$ cat config.mk
export PLATFORM = sky130hd
export DESIGN_NAME = citc_top
export DESIGN_NICKNAME = d
export VERILOG_FILES = /design/src/inc/citc_pkg.sv /design/src/verilog/citc_top.sv
export SDC_FILE = /design/constraint.sdc
export NUM_CORES = 1
export LEC_CHECK = 0
export ABC_CLOCK_PERIOD_IN_PS = 4500
export BUFFER_PORTS_ARGS = -buffer_cell sky130_fd_sc_hd__buf_4
export CORE_ASPECT_RATIO = 0.75
export CORE_MARGIN = 8
export CORE_UTILIZATION = 40
export DETAILED_ROUTE_END_ITERATION = 6
export PLACE_DENSITY_LB_ADDON = 0.25
export SETUP_SLACK_MARGIN = 0.05
export SLEW_MARGIN = 20
export SYNTH_ARGS = -nofsm -noshare
export SYNTH_HDL_FRONTEND = slang
export SYNTH_SLANG_ARGS = --single-unit
export TNS_END_PERCENT = 100
$ cat constraint.sdc
create_clock -name SYS_CLK -period 4.5 [get_ports SYS_CLK]
set_clock_uncertainty 0.2 [all_clocks]
set_input_delay 0.9 -clock SYS_CLK [delete_from_list [all_inputs] [get_ports SYS_CLK]]
set_output_delay 0.9 -clock SYS_CLK [all_outputs]
set_load 0.02 [all_outputs]
$ cat src/inc/citc_pkg.sv
// constants for the charge indicator and die thermal controller
package citc_pkg;
    // register offsets
    localparam logic [7:0] ADDR_POWER_STATUS = 8'h01;
    localparam logic [7:0] ADDR_IND_DET_CTRL = 8'h32;
    localparam logic [7:0] ADDR_CHG_TIMER_IND_CFG = 8'h34;
    localparam logic [7:0] ADDR_CURRENT_LIMIT = 8'h35;
    localparam logic [7:0] ADDR_IRQ_ENABLE_BANK = 8'h43;
    localparam logic [7:0] ADDR_SHUTDOWN_CTRL = 8'h8F;
    // field positions
    localparam int STAT_OVERTEMP_BIT = 7;
    localparam int STAT_PRESENT_BIT = 5;
    localparam int STAT_SAFE_MODE_BIT = 3;
    localparam int DET_EN_BIT = 6;
    localparam int MAN_PAT_LSB = 4;
    localparam int IND_SRC_BIT = 3;
    localparam int PRE_TIMER_LSB = 6;
    localparam int IND_MODE_BIT = 4;
    localparam int FAST_TIMER_LSB = 0;
    localparam int STOP_ON_HOT_BIT = 3;
    localparam int OT_IRQ_EN_BIT = 7;
    localparam int SD_ON_L3_BIT = 2;
    // reset values
    localparam logic DET_EN_RST = 1'h1;
    localparam logic [1:0] MAN_PAT_RST = 2'h0;
    localparam logic IND_SRC_RST = 1'h0;
    localparam logic [1:0] PRE_TIMER_RST = 2'h1;
    localparam logic IND_MODE_RST = 1'h0;
    localparam logic [1:0] FAST_TIMER_RST = 2'h1;
    localparam logic STOP_ON_HOT_RST = 1'h0;
    localparam logic OT_IRQ_EN_RST = 1'h0;
    localparam logic SD_ON_L3_RST = 1'h0;
    // manual pattern codes
    localparam logic [1:0] MAN_HIZ = 2'h0;
    localparam logic [1:0] MAN_HALF_HZ = 2'h1;
    localparam logic [1:0] MAN_TWO_HZ = 2'h2;
    localparam logic [1:0] MAN_LOW = 2'h3;
    // timing: one blink tick is 1/16 s
    localparam int CLK_MHZ = 100;
    localparam int TICK_US = 62500;
    localparam int TICK_CYC = TICK_US * CLK_MHZ;
    localparam int TICKS_PER_S = 16;
    localparam int PROBE_S = 16;
    localparam int PROBE_TICKS = PROBE_S * TICKS_PER_S;
    localparam int NUM_LEVELS = 3;
    // indicator patterns
    typedef enum logic [2:0] {
        PAT_HIZ,
        PAT_LOW,
        PAT_HALF_HZ,
        PAT_ONE_HZ,
        PAT_TWO_HZ,
        PAT_FOUR_HZ
    } citc_pat_t;
endpackage

$ cat src/verilog/citc_top.sv
// charge indicator, battery presence and die thermal warning logic
`timescale 1ns/1ps
module citc_top
    import citc_pkg::*;
#(
    parameter int TICK_CYCLES = TICK_CYC
)(
    // clock and reset
    input wire logic SYS_CLK,
    input wire logic ARST_N,
    // register port
    input wire logic [7:0] ADDR,
    input wire logic [7:0] WDATA,
    input wire logic WR,
    input wire logic RD,
    output logic [7:0] RDATA,
    // charger and supply status
    input wire logic INPUT_PRESENT,
    input wire logic INPUT_SUFFICIENT,
    input wire logic CHARGING,
    input wire logic BATT_FULL,
    input wire logic VBUS_OVER_6V3,
    input wire logic CHG_TIMER_EXPIRED,
    input wire logic BATT_NEAR_TARGET,
    // battery sense comparator, high above 2.2 V
    input wire logic BATTERY_SENSE_VOLTAGE_HI,
    // die temperature comparators per level
    input wire logic [2:0] DIE_ABOVE_LEVEL,
    input wire logic [2:0] DIE_BELOW_HYST,
    // indicator pin, open drain
    input wire logic CHARGE_INDICATOR_PIN_IN,
    output logic CHARGE_INDICATOR_PIN_OUT,
    output logic CHARGE_INDICATOR_PIN_OE,
    // charger control and events
    output logic CHG_MIN_CURRENT,
    output logic CHG_STOP,
    output logic CHG_SAFE_MODE,
    output logic SHUTDOWN_REQ,
    output logic BATT_PROBE,
    output logic BATT_PRESENT_IRQ,
    output logic DIE_OVERTEMP_IRQ
);

    ////////////////////////////////////////////////////////////////////////
    // registers
    logic det_en;
    logic [1:0] man_pat;
    logic ind_src;
    logic [1:0] pre_timer;
    logic ind_mode;
    logic [1:0] fast_timer;
    logic stop_on_hot;
    logic ot_irq_en;
    logic sd_on_l3;
    logic present;
    logic safe_mode;
    logic [NUM_LEVELS-1:0] lvl;
    citc_pat_t pat;
    logic [22:0] presc;
    logic [4:0] phase;
    logic [7:0] probe_cnt;

    wire wr_det = WR && (ADDR == ADDR_IND_DET_CTRL);
    wire wr_cfg = WR && (ADDR == ADDR_CHG_TIMER_IND_CFG);
    wire wr_lim = WR && (ADDR == ADDR_CURRENT_LIMIT);
    wire wr_irq = WR && (ADDR == ADDR_IRQ_ENABLE_BANK);
    wire wr_sd = WR && (ADDR == ADDR_SHUTDOWN_CTRL);

    always_ff @(posedge SYS_CLK or negedge ARST_N)
    begin
        if (!ARST_N)
        begin
            det_en <= DET_EN_RST;
            man_pat <= MAN_PAT_RST;
            ind_src <= IND_SRC_RST;
            pre_timer <= PRE_TIMER_RST;
            ind_mode <= IND_MODE_RST;
            fast_timer <= FAST_TIMER_RST;
            stop_on_hot <= STOP_ON_HOT_RST;
            ot_irq_en <= OT_IRQ_EN_RST;
            sd_on_l3 <= SD_ON_L3_RST;
        end
        else
        begin
            if (wr_det)
            begin
                det_en <= WDATA[DET_EN_BIT];
                man_pat <= WDATA[MAN_PAT_LSB +: 2];
                ind_src <= WDATA[IND_SRC_BIT];
            end
            if (wr_cfg)
            begin
                pre_timer <= WDATA[PRE_TIMER_LSB +: 2];
                ind_mode <= WDATA[IND_MODE_BIT];
                fast_timer <= WDATA[FAST_TIMER_LSB +: 2];
            end
            if (wr_lim)
                stop_on_hot <= WDATA[STOP_ON_HOT_BIT];
            if (wr_irq)
                ot_irq_en <= WDATA[OT_IRQ_EN_BIT];
            if (wr_sd)
                sd_on_l3 <= WDATA[SD_ON_L3_BIT];
        end
    end

    ////////////////////////////////////////////////////////////////////////
    // read path, unmapped reads give zero
    logic [7:0] stat_word;
    logic [7:0] det_word;
    logic [7:0] cfg_word;
    logic [7:0] next_rdata;

    always_comb
    begin
        stat_word = 8'h00;
        stat_word[STAT_OVERTEMP_BIT] = lvl[1];
        stat_word[STAT_PRESENT_BIT] = present;
        stat_word[STAT_SAFE_MODE_BIT] = safe_mode;
        det_word = 8'h00;
        det_word[DET_EN_BIT] = det_en;
        det_word[MAN_PAT_LSB +: 2] = man_pat;
        det_word[IND_SRC_BIT] = ind_src;
        cfg_word = 8'h00;
        cfg_word[PRE_TIMER_LSB +: 2] = pre_timer;
        cfg_word[IND_MODE_BIT] = ind_mode;
        cfg_word[FAST_TIMER_LSB +: 2] = fast_timer;
        next_rdata = 8'h00;
        if (ADDR == ADDR_POWER_STATUS)
            next_rdata = stat_word;
        else if (ADDR == ADDR_IND_DET_CTRL)
            next_rdata = det_word;
        else if (ADDR == ADDR_CHG_TIMER_IND_CFG)
            next_rdata = cfg_word;
        else if (ADDR == ADDR_CURRENT_LIMIT)
            next_rdata[STOP_ON_HOT_BIT] = stop_on_hot;
        else if (ADDR == ADDR_IRQ_ENABLE_BANK)
            next_rdata[OT_IRQ_EN_BIT] = ot_irq_en;
        else if (ADDR == ADDR_SHUTDOWN_CTRL)
            next_rdata[SD_ON_L3_BIT] = sd_on_l3;
    end

    always_ff @(posedge SYS_CLK or negedge ARST_N)
    begin
        if (!ARST_N)
            RDATA <= 8'h00;
        else if (RD)
            RDATA <= next_rdata;
        else
            RDATA <= 8'h00;
    end

    ////////////////////////////////////////////////////////////////////////
    // die thermal warning levels, set on entry, clear below hysteresis
    genvar gi;
    generate
        for (gi = 0; gi < NUM_LEVELS; gi++)
        begin : g_level
            always_ff @(posedge SYS_CLK or negedge ARST_N)
            begin
                if (!ARST_N)
                    lvl[gi] <= 1'b0;
                else if (DIE_ABOVE_LEVEL[gi])
                    lvl[gi] <= 1'b1;
                else if (DIE_BELOW_HYST[gi])
                    lvl[gi] <= 1'b0;
            end
        end
    endgenerate

    // level one and above limit current; stop bit turns that into a halt
    wire next_min_cur = lvl[0] && !stop_on_hot;
    wire next_stop = lvl[0] && stop_on_hot;
    wire next_shutdown = lvl[2] && sd_on_l3;
    wire next_ot_irq = DIE_ABOVE_LEVEL[1] && !lvl[1] && ot_irq_en;

    ////////////////////////////////////////////////////////////////////////
    // safe mode after charge timer expiry, left near target voltage
    wire next_safe = (safe_mode || CHG_TIMER_EXPIRED) && !BATT_NEAR_TARGET;

    // battery presence
    wire sense_changed = det_en && (BATTERY_SENSE_VOLTAGE_HI != present);

    always_ff @(posedge SYS_CLK or negedge ARST_N)
    begin
        if (!ARST_N)
        begin
            present <= 1'b0;
            safe_mode <= 1'b0;
            CHG_MIN_CURRENT <= 1'b0;
            CHG_STOP <= 1'b0;
            CHG_SAFE_MODE <= 1'b0;
            SHUTDOWN_REQ <= 1'b0;
            BATT_PRESENT_IRQ <= 1'b0;
            DIE_OVERTEMP_IRQ <= 1'b0;
        end
        else
        begin
            if (det_en)
                present <= BATTERY_SENSE_VOLTAGE_HI;
            safe_mode <= next_safe;
            CHG_MIN_CURRENT <= next_min_cur;
            CHG_STOP <= next_stop;
            CHG_SAFE_MODE <= next_safe;
            SHUTDOWN_REQ <= next_shutdown;
            BATT_PRESENT_IRQ <= sense_changed;
            DIE_OVERTEMP_IRQ <= next_ot_irq;
        end
    end

    ////////////////////////////////////////////////////////////////////////
    // indicator pattern selection
    wire alarm_hot = lvl[1];
    wire a_fast = VBUS_OVER_6V3;
    wire a_slow = safe_mode || alarm_hot;
    wire b_fast = VBUS_OVER_6V3 || safe_mode || alarm_hot;
    wire b_idle = !INPUT_PRESENT || !INPUT_SUFFICIENT;

    // alarms are tested before normal indication
    wire citc_pat_t pat_a = a_fast ? PAT_FOUR_HZ :
        a_slow ? PAT_ONE_HZ :
        CHARGING ? PAT_LOW : PAT_HIZ;
    wire citc_pat_t pat_b = b_fast ? PAT_FOUR_HZ :
        b_idle ? PAT_HIZ :
        BATT_FULL ? PAT_LOW :
        CHARGING ? PAT_ONE_HZ : PAT_HIZ;
    wire citc_pat_t pat_auto = ind_mode ? pat_b : pat_a;
    wire citc_pat_t pat_man = (man_pat == MAN_HALF_HZ) ? PAT_HALF_HZ :
        (man_pat == MAN_TWO_HZ) ? PAT_TWO_HZ :
        (man_pat == MAN_LOW) ? PAT_LOW : PAT_HIZ;
    wire citc_pat_t next_pat = ind_src ? pat_auto : pat_man;

    ////////////////////////////////////////////////////////////////////////
    // timebase: 1/16 s ticks, phase restarts on any pattern change
    wire tick = (presc == 23'(TICK_CYCLES - 1));
    wire pat_change = (next_pat != pat);

    always_ff @(posedge SYS_CLK or negedge ARST_N)
    begin
        if (!ARST_N)
        begin
            pat <= PAT_HIZ;
            presc <= 23'h000000;
            phase <= 5'h00;
        end
        else if (pat_change)
        begin
            pat <= next_pat;
            presc <= 23'h000000;
            phase <= 5'h00;
        end
        else if (tick)
        begin
            presc <= 23'h000000;
            phase <= phase + 5'h01;
        end
        else
            presc <= presc + 23'h000001;
    end

    // low for the first quarter of each period
    logic low_now;
    always_comb
    begin
        case (pat)
            PAT_LOW: low_now = 1'b1;
            PAT_HALF_HZ: low_now = (phase[4:3] == 2'h0);
            PAT_ONE_HZ: low_now = (phase[3:2] == 2'h0);
            PAT_TWO_HZ: low_now = (phase[2:1] == 2'h0);
            PAT_FOUR_HZ: low_now = (phase[1:0] == 2'h0);
            default: low_now = 1'b0;
        endcase
    end

    always_ff @(posedge SYS_CLK or negedge ARST_N)
    begin
        if (!ARST_N)
        begin
            CHARGE_INDICATOR_PIN_OUT <= 1'b0;
            CHARGE_INDICATOR_PIN_OE <= 1'b0;
        end
        else
        begin
            CHARGE_INDICATOR_PIN_OUT <= 1'b0;
            CHARGE_INDICATOR_PIN_OE <= low_now;
        end
    end

    ////////////////////////////////////////////////////////////////////////
    // battery probe, every 16 s while an input is present
    wire probe_due = tick && (probe_cnt == 8'(PROBE_TICKS - 1));

    always_ff @(posedge SYS_CLK or negedge ARST_N)
    begin
        if (!ARST_N)
        begin
            probe_cnt <= 8'h00;
            BATT_PROBE <= 1'b0;
        end
        else
        begin
            BATT_PROBE <= INPUT_PRESENT && probe_due;
            if (!INPUT_PRESENT)
                probe_cnt <= 8'h00;
            else if (tick)
                probe_cnt <= probe_cnt + 8'h01;
        end
    end

    wire pin_in_unused = CHARGE_INDICATOR_PIN_IN;
endmodule

==> impl_metrics.json, run 1 <==
{
  "outcome": "finished, final reports clean",
  "hold_slack_ns": 0.273,
  "yosysWarningCount": 0,
  "wl_per_cell_um": 15.8,
  "ys_seq_area_share_pct": 49.3,
  "syn_avg_cell_area_um2": 10.7,
  "grt_pass1_wl_um": 13700,
  "maxCapViolations": 0,
  "hp-class": "register to register",
  "dpl.hpwl_um": 5600,
  "synth.most_common_cell": "dfrtp_1",
  "netlist_top_cells_area": "dfrtp_1 47%, xnor2_1 4.4%, mux2_2 4.1%",
  "drc_errors": 0,
  "antenna_found_initial": 0,
  "clk_latency_ns": 0.33,
  "hold_depth": 1,
  "rr_startpoint": "presc[0]",
  "max_stage_delay_ns": 0.84,
  "power_density_mw_per_mm2": 361,
  "drt_iter0_drc": 143,
  "synth_top_cell_area_share_pct": 47.1,
  "crit_type": "primary input to register",
  "clk_pin_slew_ns": 0.05,
  "post_cts_buffers": 0,
  "ios": 52,
  "yosys.area.top_type": "dfrtp_1",
  "drive_above_1_share_pct": 24.2,
  "avgViaCountPerCell": 5.33,
  "fmax_mhz": 373,
  "worstPathRequired_ns": 4.46,
  "ant_nets": 0,
  "postLayoutCellArea_mm2": 0.00430,
  "power_mw": 1.55,
  "cts_buffers": 9,
  "ys_ff_latch": 71,
  "setup_viol": 0,
  "die_area_mm2": 0.0124,
  "cp_max_fo": 28,
  "cp_cell_sequence": "buf_4, nor3_1, o21ai_1, mux2i_1, a211o_1, nor4_1",
  "start_kind": "primary input",
  "area_growth_pct": 19.0,
  "ys.flop_type": "dfrtp_1",
  "synth_cell_types": 59,
  "grt_overflow_total": 0,
  "regToRegSetupSlack_ns": 1.85,
  "ctsLongestPathBuffers": 2,
  "leakage_nw": 1.92,
  "synthTopCellsByCount": "68 x dfrtp_1, 28 x nor3_1, 21 x nand2_1",
  "r2r-end": "presc[11]",
  "cp-end-kind": "register",
  "cts_sinks": 71,
  "nNetsFinal": 423,
  "synth_fp_nets": 377,
  "post-route-period-util_pct": 59.5,
  "syn_inst": 338,
  "hold_viol_final": 0,
  "ys_async_sr_fraction_pct": 100,
  "cts_tree": "built",
  "die_h_um": 98.3,
  "vias": 2671,
  "maxSlewViolCount": 0,
  "rsz0062_at_grt": "false",
  "place_congestion": 0.817,
  "postCtsHoldBufs": 0,
  "tightestPinTransition_ns": 1.08,
  "syn_area_mm2": 0.00361,
  "diodes": 0,
  "holdPathEnd": "RDATA[1]",
  "root_buffer": "clkbuf_16",
  "dp_cells": 485,
  "worst_ep_arrival_time_ns": 2.64,
  "fillers": 864,
  "start_util_pct": 40.6,
  "fp.dieW_um": 126,
  "slew_headroom_pct": 28.2,
  "worstHoldStart": "fast_timer[1]",
  "grt_use_total_pct": 13.9,
  "placed_area_mm2": 0.00402,
  "grt_pass1_vias": 2755,
  "finalNonFillerCells": 501,
  "crit_slowest_cell": "a211o_1",
  "io_buffers": 49,
  "rr_worst_depth": 6,
  "htreeDepth": 3,
  "synth_edf_count": 0,
  "drtPass1Iterations": 4,
  "vdd_drop_max_v": 0.000174,
  "wl_um": 7900,
  "ctsResizeCount": 0,
  "row_count": 30,
  "core_mm2": 0.00890,
  "grt_max_degree": 72,
  "tns_ns": 0,
  "crit_buf_inv": 1,
  "path_delay_family": "compound AO/OA/AOI/OAI gates",
  "period_needed_ns": 2.68
}
## cells by family (layout without fill, tap and decap cells)
| family | Yosys count | in the layout | synth area share, % |
|---|---|---|---|
| muxes | 16 | 16 | 4.89 |
| adders and majority gates | 4 | 4 | 1.39 |
| AOI/OAI and AO/OA | 33 | 33 | 7.28 |
| buffers and inverters | 29 | 80 | 4.30 |
| and+or+nand+nor | 152 | 152 | 25.0 |
| other | 1 | 1 | 0.104 |
| xor gates and xnor gates | 32 | 32 | 7.76 |
| DFF | 71 | 71 | 49.3 |
## worst max-delay path by stage
stage | end | cells after the start | startpoint | slack, ns
floorplan | RDATA[0] | 5 | ADDR[3] | 2.02
global placement | presc[10] | 6 | VBUS_OVER_6V3 | 1.46
detailed placement | presc[11] | 6 | VBUS_OVER_6V3 | 1.43
CTS | presc[11] | 6 | VBUS_OVER_6V3 | 1.79
global route | presc[3] | 6 | VBUS_OVER_6V3 | 1.65
finish | presc[11] | 6 | VBUS_OVER_6V3 | 1.82
## area by class of cell
cell class	count	area [um2]	share of cell area [%]
sequential	71	1780	41.4
clock inverter	4	20.0	0.466
clock buffer	12	256	5.97
timing repair buffer	49	368	8.56
tap	112	140	3.26
multi-input combinational	238	1680	39.0
inverter	15	56.3	1.31
## stage by stage
stage / setup WS (ns) / utilization, %
global route: 1.65 / 48.3
global placement: 1.46 / 45.2
floorplan: 2.02 / -
detailed placement: 1.43 / 45.2
finish: 1.82 / 48.3
CTS: 1.79 / 48.3
## flip-flops by register name, indices dropped and copies added (netlist names), 2 cells and up
signal / flops
presc: 23
RDATA: 8
probe_cnt: 8
phase: 5
pat: 3
fast_timer: 2
lvl: 2
man_pat: 2
pre_timer: 2
## per-layer routing
layer  GRT usage [%]  vias up  routed length, um  part of all wire (%)
met1            18.5     1305               3900                    49
met2            20.6       46               3530                    45
met4            5.04        0                 90                   1.1
met5               0        -                  0                     0
met3            4.30        8                375                   4.7
li1                -     1312                  -                     -
## layout by cell type, fill, tap and decap left out, types with 5 or more instances in the layout
cell type / instances
nor2_1: 15
nand2_1: 21
nand4_1: 11
nor4_1: 17
inv_1: 14
buf_4: 49
xor2_1: 14
and4_1: 5
dfrtp_1: 68
nand3_1: 12
nor3_1: 28
and2_1: 13
nor2b_1: 6
mux2_2: 13
xnor2_1: 18
clkbuf_16: 9
a22oi_1: 5
## report_power, final
part | switching, mW | leakage (nW) | internal (mW)
Combinational | 0.112 | 0.820 | 0.0777
Sequential | 0.0359 | 0.957 | 0.675
Clock | 0.253 | 0.142 | 0.399
Total | 0.401 | 1.92 | 1.15
No activity file was read; power rests on OpenSTA's default activity.
==> inputs of run 2 (changes only) <==
ABC_CLOCK_PERIOD_IN_PS = 2800   (was 4500)
clock period = 2.8 ns   (was 4.5 ns; I/O delays follow)
==> impl_metrics.json, run 2 (synthesis results as in run 1) <==
{
  "grt_pass1_wl_um": 14200,
  "wl_um": 7950,
  "area_growth_pct": 20.8,
  "grt_overflow_total": 0,
  "worst_ep_arrival_time_ns": 2.34,
  "final_common_cell": "dfrtp_1",
  "clk_latency_ns": 0.33,
  "postLayoutCellArea_mm2": 0.00436,
  "cp_max_fo": 13,
  "drt_iter0_drc": 209,
  "drtPass1Iterations": 4,
  "grt_pass1_vias": 2818,
  "ios": 52,
  "cts_buffers": 9,
  "start_util_pct": 40.6,
  "vias": 2704,
  "io_buffers": 49,
  "fmax_mhz": 424,
  "dpl.hpwl_um": 5570,
  "core_mm2": 0.00890,
  "drc_errors": 0,
  "largest_registers": "presc: 23 flops, RDATA: 8 flops, probe_cnt: 8 flops",
  "fillers": 839,
  "antenna_found_initial": 0,
  "dp_cells": 494,
  "ant_nets": 0,
  "fp.dieW_um": 126,
  "ctsResizeCount": 0,
  "ctsLongestPathBuffers": 2,
  "crit_type": "register to register",
  "htreeDepth": 3,
  "worstPathRequired_ns": 2.79,
  "period_needed_ns": 2.36,
  "hp-class": "primary input to asynchronous set/reset pin",
  "largest_register_ffs": 23,
  "tns_ns": 0,
  "cts_tree": "built",
  "rr_worst_depth": 5,
  "maxCapViolations": 0,
  "maxSlewViolCount": 0,
  "post-route-period-util_pct": 84.1,
  "wl_per_cell_um": 15.6,
  "nNetsFinal": 432,
  "place_congestion": 0.807,
  "postCtsHoldBufs": 0,
  "drive_above_1_share_pct": 24.9,
  "post_cts_buffers": 0,
  "slew_headroom_pct": 39.6,
  "grt_use_total_pct": 14.3,
  "root_buffer": "clkbuf_16",
  "setup_viol": 0,
  "diodes": 0,
  "regMostFlops": "presc",
  "finalNonFillerCells": 510,
  "power_mw": 2.50,
  "multiInputGateArea_mm2": 0.00168,
  "power_density_mw_per_mm2": 574,
  "vdd_drop_max_v": 0.000277,
  "tightestPinTransition_ns": 0.907,
  "placed_area_mm2": 0.00410,
  "hold_slack_ns": 0.160,
  "die_area_mm2": 0.0124,
  "rsz0062_at_grt": "false",
  "outcome": "finished, final reports clean",
  "final_cell_mix": "68 x dfrtp_1, 57 x buf_4, 28 x nor3_1",
  "cp-end-kind": "register",
  "row_count": 30,
  "leakage_nw": 1.95,
  "avgViaCountPerCell": 5.30,
  "die_h_um": 98.3,
  "cts_sinks": 71,
  "start_kind": "register",
  "grt_max_degree": 72,
  "hold_viol_final": 0,
  "clk_pin_slew_ns": 0.05,
  "seqCellArea_mm2": 0.00178
}
[run 2: cell count changes in the layout (fill, tap and decap cells not counted)]
cell / change
buf_12: +1
clkbuf_1: +4
clkinv_2: -3
clkbuf_8: -1
buf_4: +8
[run 2: path summary, 6_finish.rpt]
path                                        from       endpoint  slack, ns
worst max-delay path                   safe_mode      presc[15]       0.44
worst min-delay path                      ARST_N  fast_timer[1]       0.16
worst max register to register         safe_mode      presc[15]       0.44
worst min register to register     fast_timer[1]       RDATA[1]       0.27
max in group asynchronous                 ARST_N      safe_mode       1.65
min in group SYS_CLK            BATT_NEAR_TARGET      safe_mode       0.18
[run 2: worst max-delay path, cell delays in order, from the launching register on]
cell	delay [ns]
dfrtp_1	0.45
nor3_1	0.36
nand4_1	0.27
a311o_1	0.39
nand3_1	0.44
nor3_1	0.11
[run 2: metrics by stage]
| step | worst slack (ns) | utilization, % |
|---|---|---|
| 2_1_floorplan | 0.664 | - |
| 3_3_place_gp | 0.340 | 46.1 |
| 3_5_place_dp | 0.245 | 46.1 |
| 4_1_cts | 0.442 | 49.0 |
| 5_1_grt | 0.240 | 49.0 |
| 6_report | 0.444 | 49.0 |
[run 2: where the power goes]
| part | leakage [nW] | switching [mW] | internal, mW |
|---|---|---|---|
| registers | 0.957 | 0.0576 | 1.08 |
| logic | 0.868 | 0.189 | 0.148 |
| clock network | 0.128 | 0.399 | 0.624 |
[run 2: routing by layer]
layer / wire, um / global-route usage [%] / share of wire [%]
met2: 3460 / 20.3 / 44
met3: 376 / 5.72 / 4.7
met1: 4010 / 19.2 / 50
met4: 102 / 4.29 / 1.3
met5: 0 / 0 / 0
[run 2: area by class of cell]
class	count	area share, %
inverter	15	1.29
clock buffer	15	5.91
sequential	71	40.8
tap	112	3.21
multi-input combinational	238	38.4
timing repair buffer	58	10.3
clock inverter	1	0.115
==> inputs of run 3 (changes only) <==
ABC_CLOCK_PERIOD_IN_PS = 2000   (was 2800)
clock period = 2 ns   (was 2.8 ns; I/O delays follow)
==> impl_metrics.json, run 3 (synthesis results as in run 1) <==
{
  "grt_overflow_total": 0,
  "r2r-end": "presc[10]",
  "wl_um": 8590,
  "wl_per_cell_um": 15.4,
  "largest_register_ffs": 23,
  "row_count": 30,
  "die_h_um": 98.3,
  "core_mm2": 0.00890,
  "drc_errors": 0,
  "clk_pin_slew_ns": 0.06,
  "regToRegSetupSlack_ns": 0.05,
  "maxSlewViolCount": 0,
  "vdd_drop_max_v": 0.000496,
  "ctsLongestPathBuffers": 2,
  "vias": 2872,
  "start_kind": "register",
  "critPathCapture": "presc[10]",
  "ios": 52,
  "crit_type": "register to register",
  "drtPass1Iterations": 4,
  "htreeDepth": 3,
  "place_congestion": 0.826,
  "grt_max_degree": 33,
  "area_growth_pct": 41.8,
  "final_cell_mix": "99 x buf_4, 62 x dfrtp_1, 21 x nor3_1",
  "cp_cell_sequence": "a2111oi_4, a211oi_1, a211o_1, buf_12, nor4_2",
  "worstPathRequired_ns": 2.03,
  "drive_above_1_share_pct": 41.6,
  "comb_power_share_pct": 17.3,
  "hold_viol_final": 0,
  "final_common_cell": "buf_4",
  "crit_slowest_cell": "dfrtp_2",
  "worst_ep_arrival_time_ns": 1.98,
  "antenna_found_initial": 0,
  "fmax_mhz": 513,
  "cp-end-kind": "register",
  "switching_share_pct": 25.0,
  "met2_length_um": 3830,
  "hp-class": "primary input to register",
  "outcome": "finished, final reports clean",
  "grt_use_total_pct": 14.5,
  "fp.dieW_um": 126,
  "p_int_mw": 2.93,
  "highest_layer": "met4",
  "crit_path_start": "pat[1]",
  "switchingPower_mw": 0.977,
  "regMostFlops": "presc",
  "cts_sinks": 71,
  "crit_cells": 5,
  "dr_wl_met3_um": 563,
  "ant_nets": 0,
  "largest_registers": "presc: 23 flops, RDATA: 8 flops, probe_cnt: 8 flops",
  "setup_ws_ns": 0.0513,
  "post-route-period-util_pct": 97.4,
  "fillers": 756,
  "cts_tree": "built",
  "period_needed_ns": 1.95,
  "root_buffer": "clkbuf_16",
  "postLayoutCellArea_mm2": 0.00512,
  "maxCapViolations": 0,
  "pwr-share-clk_pct": 42.3,
  "grt_pass1_vias": 3046,
  "drt_iter0_drc": 143,
  "clk_latency_ns": 0.33,
  "rr_worst_depth": 5,
  "io_buffers": 49,
  "start_util_pct": 40.6,
  "rsz0062_at_grt": "true",
  "die_area_mm2": 0.0124,
  "seqPwrFrac_pct": 40.5,
  "leakage_nw": 2.36,
  "dp_slack_ns": -0.0994,
  "diodes": 0,
  "setup_viol": 0,
  "power_density_mw_per_mm2": 763,
  "dpl.hpwl_um": 5950,
  "max_stage_delay_ns": 0.44,
  "avgViaCountPerCell": 5.14,
  "cts_buffers": 9,
  "path_delay_family": "compound AO/OA/AOI/OAI gates",
  "crit_buf_inv": 1,
  "rr_startpoint": "pat[1]",
  "placed_area_mm2": 0.00450,
  "grt_pass1_wl_um": 14400,
  "power_mw": 3.91,
  "nNetsFinal": 481,
  "cp_max_fo": 28,
  "m1WireLength_um": 4100
}
## run 3: cell types whose count changed in the layout (fill, tap and decap cells not counted), moves of 3 or more
| cell | delta |
|---|---|
| nor4_4 | +10 |
| dfrtp_2 | +6 |
| dfrtp_1 | -6 |
| buf_4 | +42 |
| nor4_1 | -14 |
| nor4_2 | +4 |
| nor3_2 | +6 |
| buf_12 | +3 |
| nor3_1 | -7 |
## run 3: layout make-up
class / instances / area (um2) / area share (%)
multi-input cells: 238 / 1950 / 38.1
clock buffers: 12 / 236 / 4.62
repair buffers: 107 / 880 / 17.2
clock inverters: 4 / 70.1 / 1.37
flip-flops and latches: 71 / 1790 / 34.9
inverters: 15 / 56.3 / 1.10
well taps: 112 / 140 / 2.74
## run 3: how the worst min path moves through the flow
stage	startpoint	to	slack (ns)	depth (start not counted)
5_1_grt	DIE_ABOVE_LEVEL[2]	lvl[2]	0.03	2
2_1_floorplan	ARST_N	BATT_PRESENT_IRQ	-0.1	0
6_report	DIE_ABOVE_LEVEL[2]	lvl[2]	0.04	2
3_3_place_gp	ARST_N	probe_cnt[4]	0.16	1
3_5_place_dp	ARST_N	probe_cnt[4]	0.17	1
4_1_cts	DIE_ABOVE_LEVEL[2]	lvl[2]	0.03	2
## run 3: per-stage QoR
stage | util [%] | setup TNS, ns | hold WS, ns | std cells
CTS | 55.9 | 0 | 0.0268 | 558
floorplan | - | 0 | -0.0956 | 338
global route | 57.6 | -0.275 | 0.0263 | 559
detailed placement | 50.5 | -2.23 | 0.170 | 536
finish | 57.6 | 0 | 0.0394 | 559
global placement | 50.5 | -0.252 | 0.165 | 536
## run 3: timing repair
item / CTS / global route
pin swaps: 3 / 4
hold endpoints to repair: 30 / 0
setup buffers: 4 / 0
setup endpoints to repair: 27 / 34
gates cloned: 0 / 1
hold buffers: 2 / 0
gates resized for setup: 22 / 23
## run 3: metal layers
layer | GRT usage (%) | vias to the layer above
met1 | 17.9 | 1392
met4 | 5.04 | 0
met5 | 0 | -
met2 | 21.9 | 54
met3 | 6.37 | 10
li1 | - | 1416
## run 3: power groups by stage
stage | Combinational [mW] | Sequential (mW) | Clock, mW
2_1_floorplan | 0.321 | 1.61 | 0
3_3_place_gp | 0.598 | 1.60 | 0
3_5_place_dp | 0.611 | 1.60 | 0
4_1_cts | 0.651 | 1.58 | 1.69
5_1_grt | 0.740 | 1.59 | 1.76
6_report | 0.675 | 1.58 | 1.65
## run 3: worst register-to-register path, cell delays in order, from the launching register on
cell and delay [ns]:
dfrtp_2 0.44, a2111oi_4 0.35, a211oi_1 0.10, a211o_1 0.28
buf_12 0.19, nor4_2 0.30
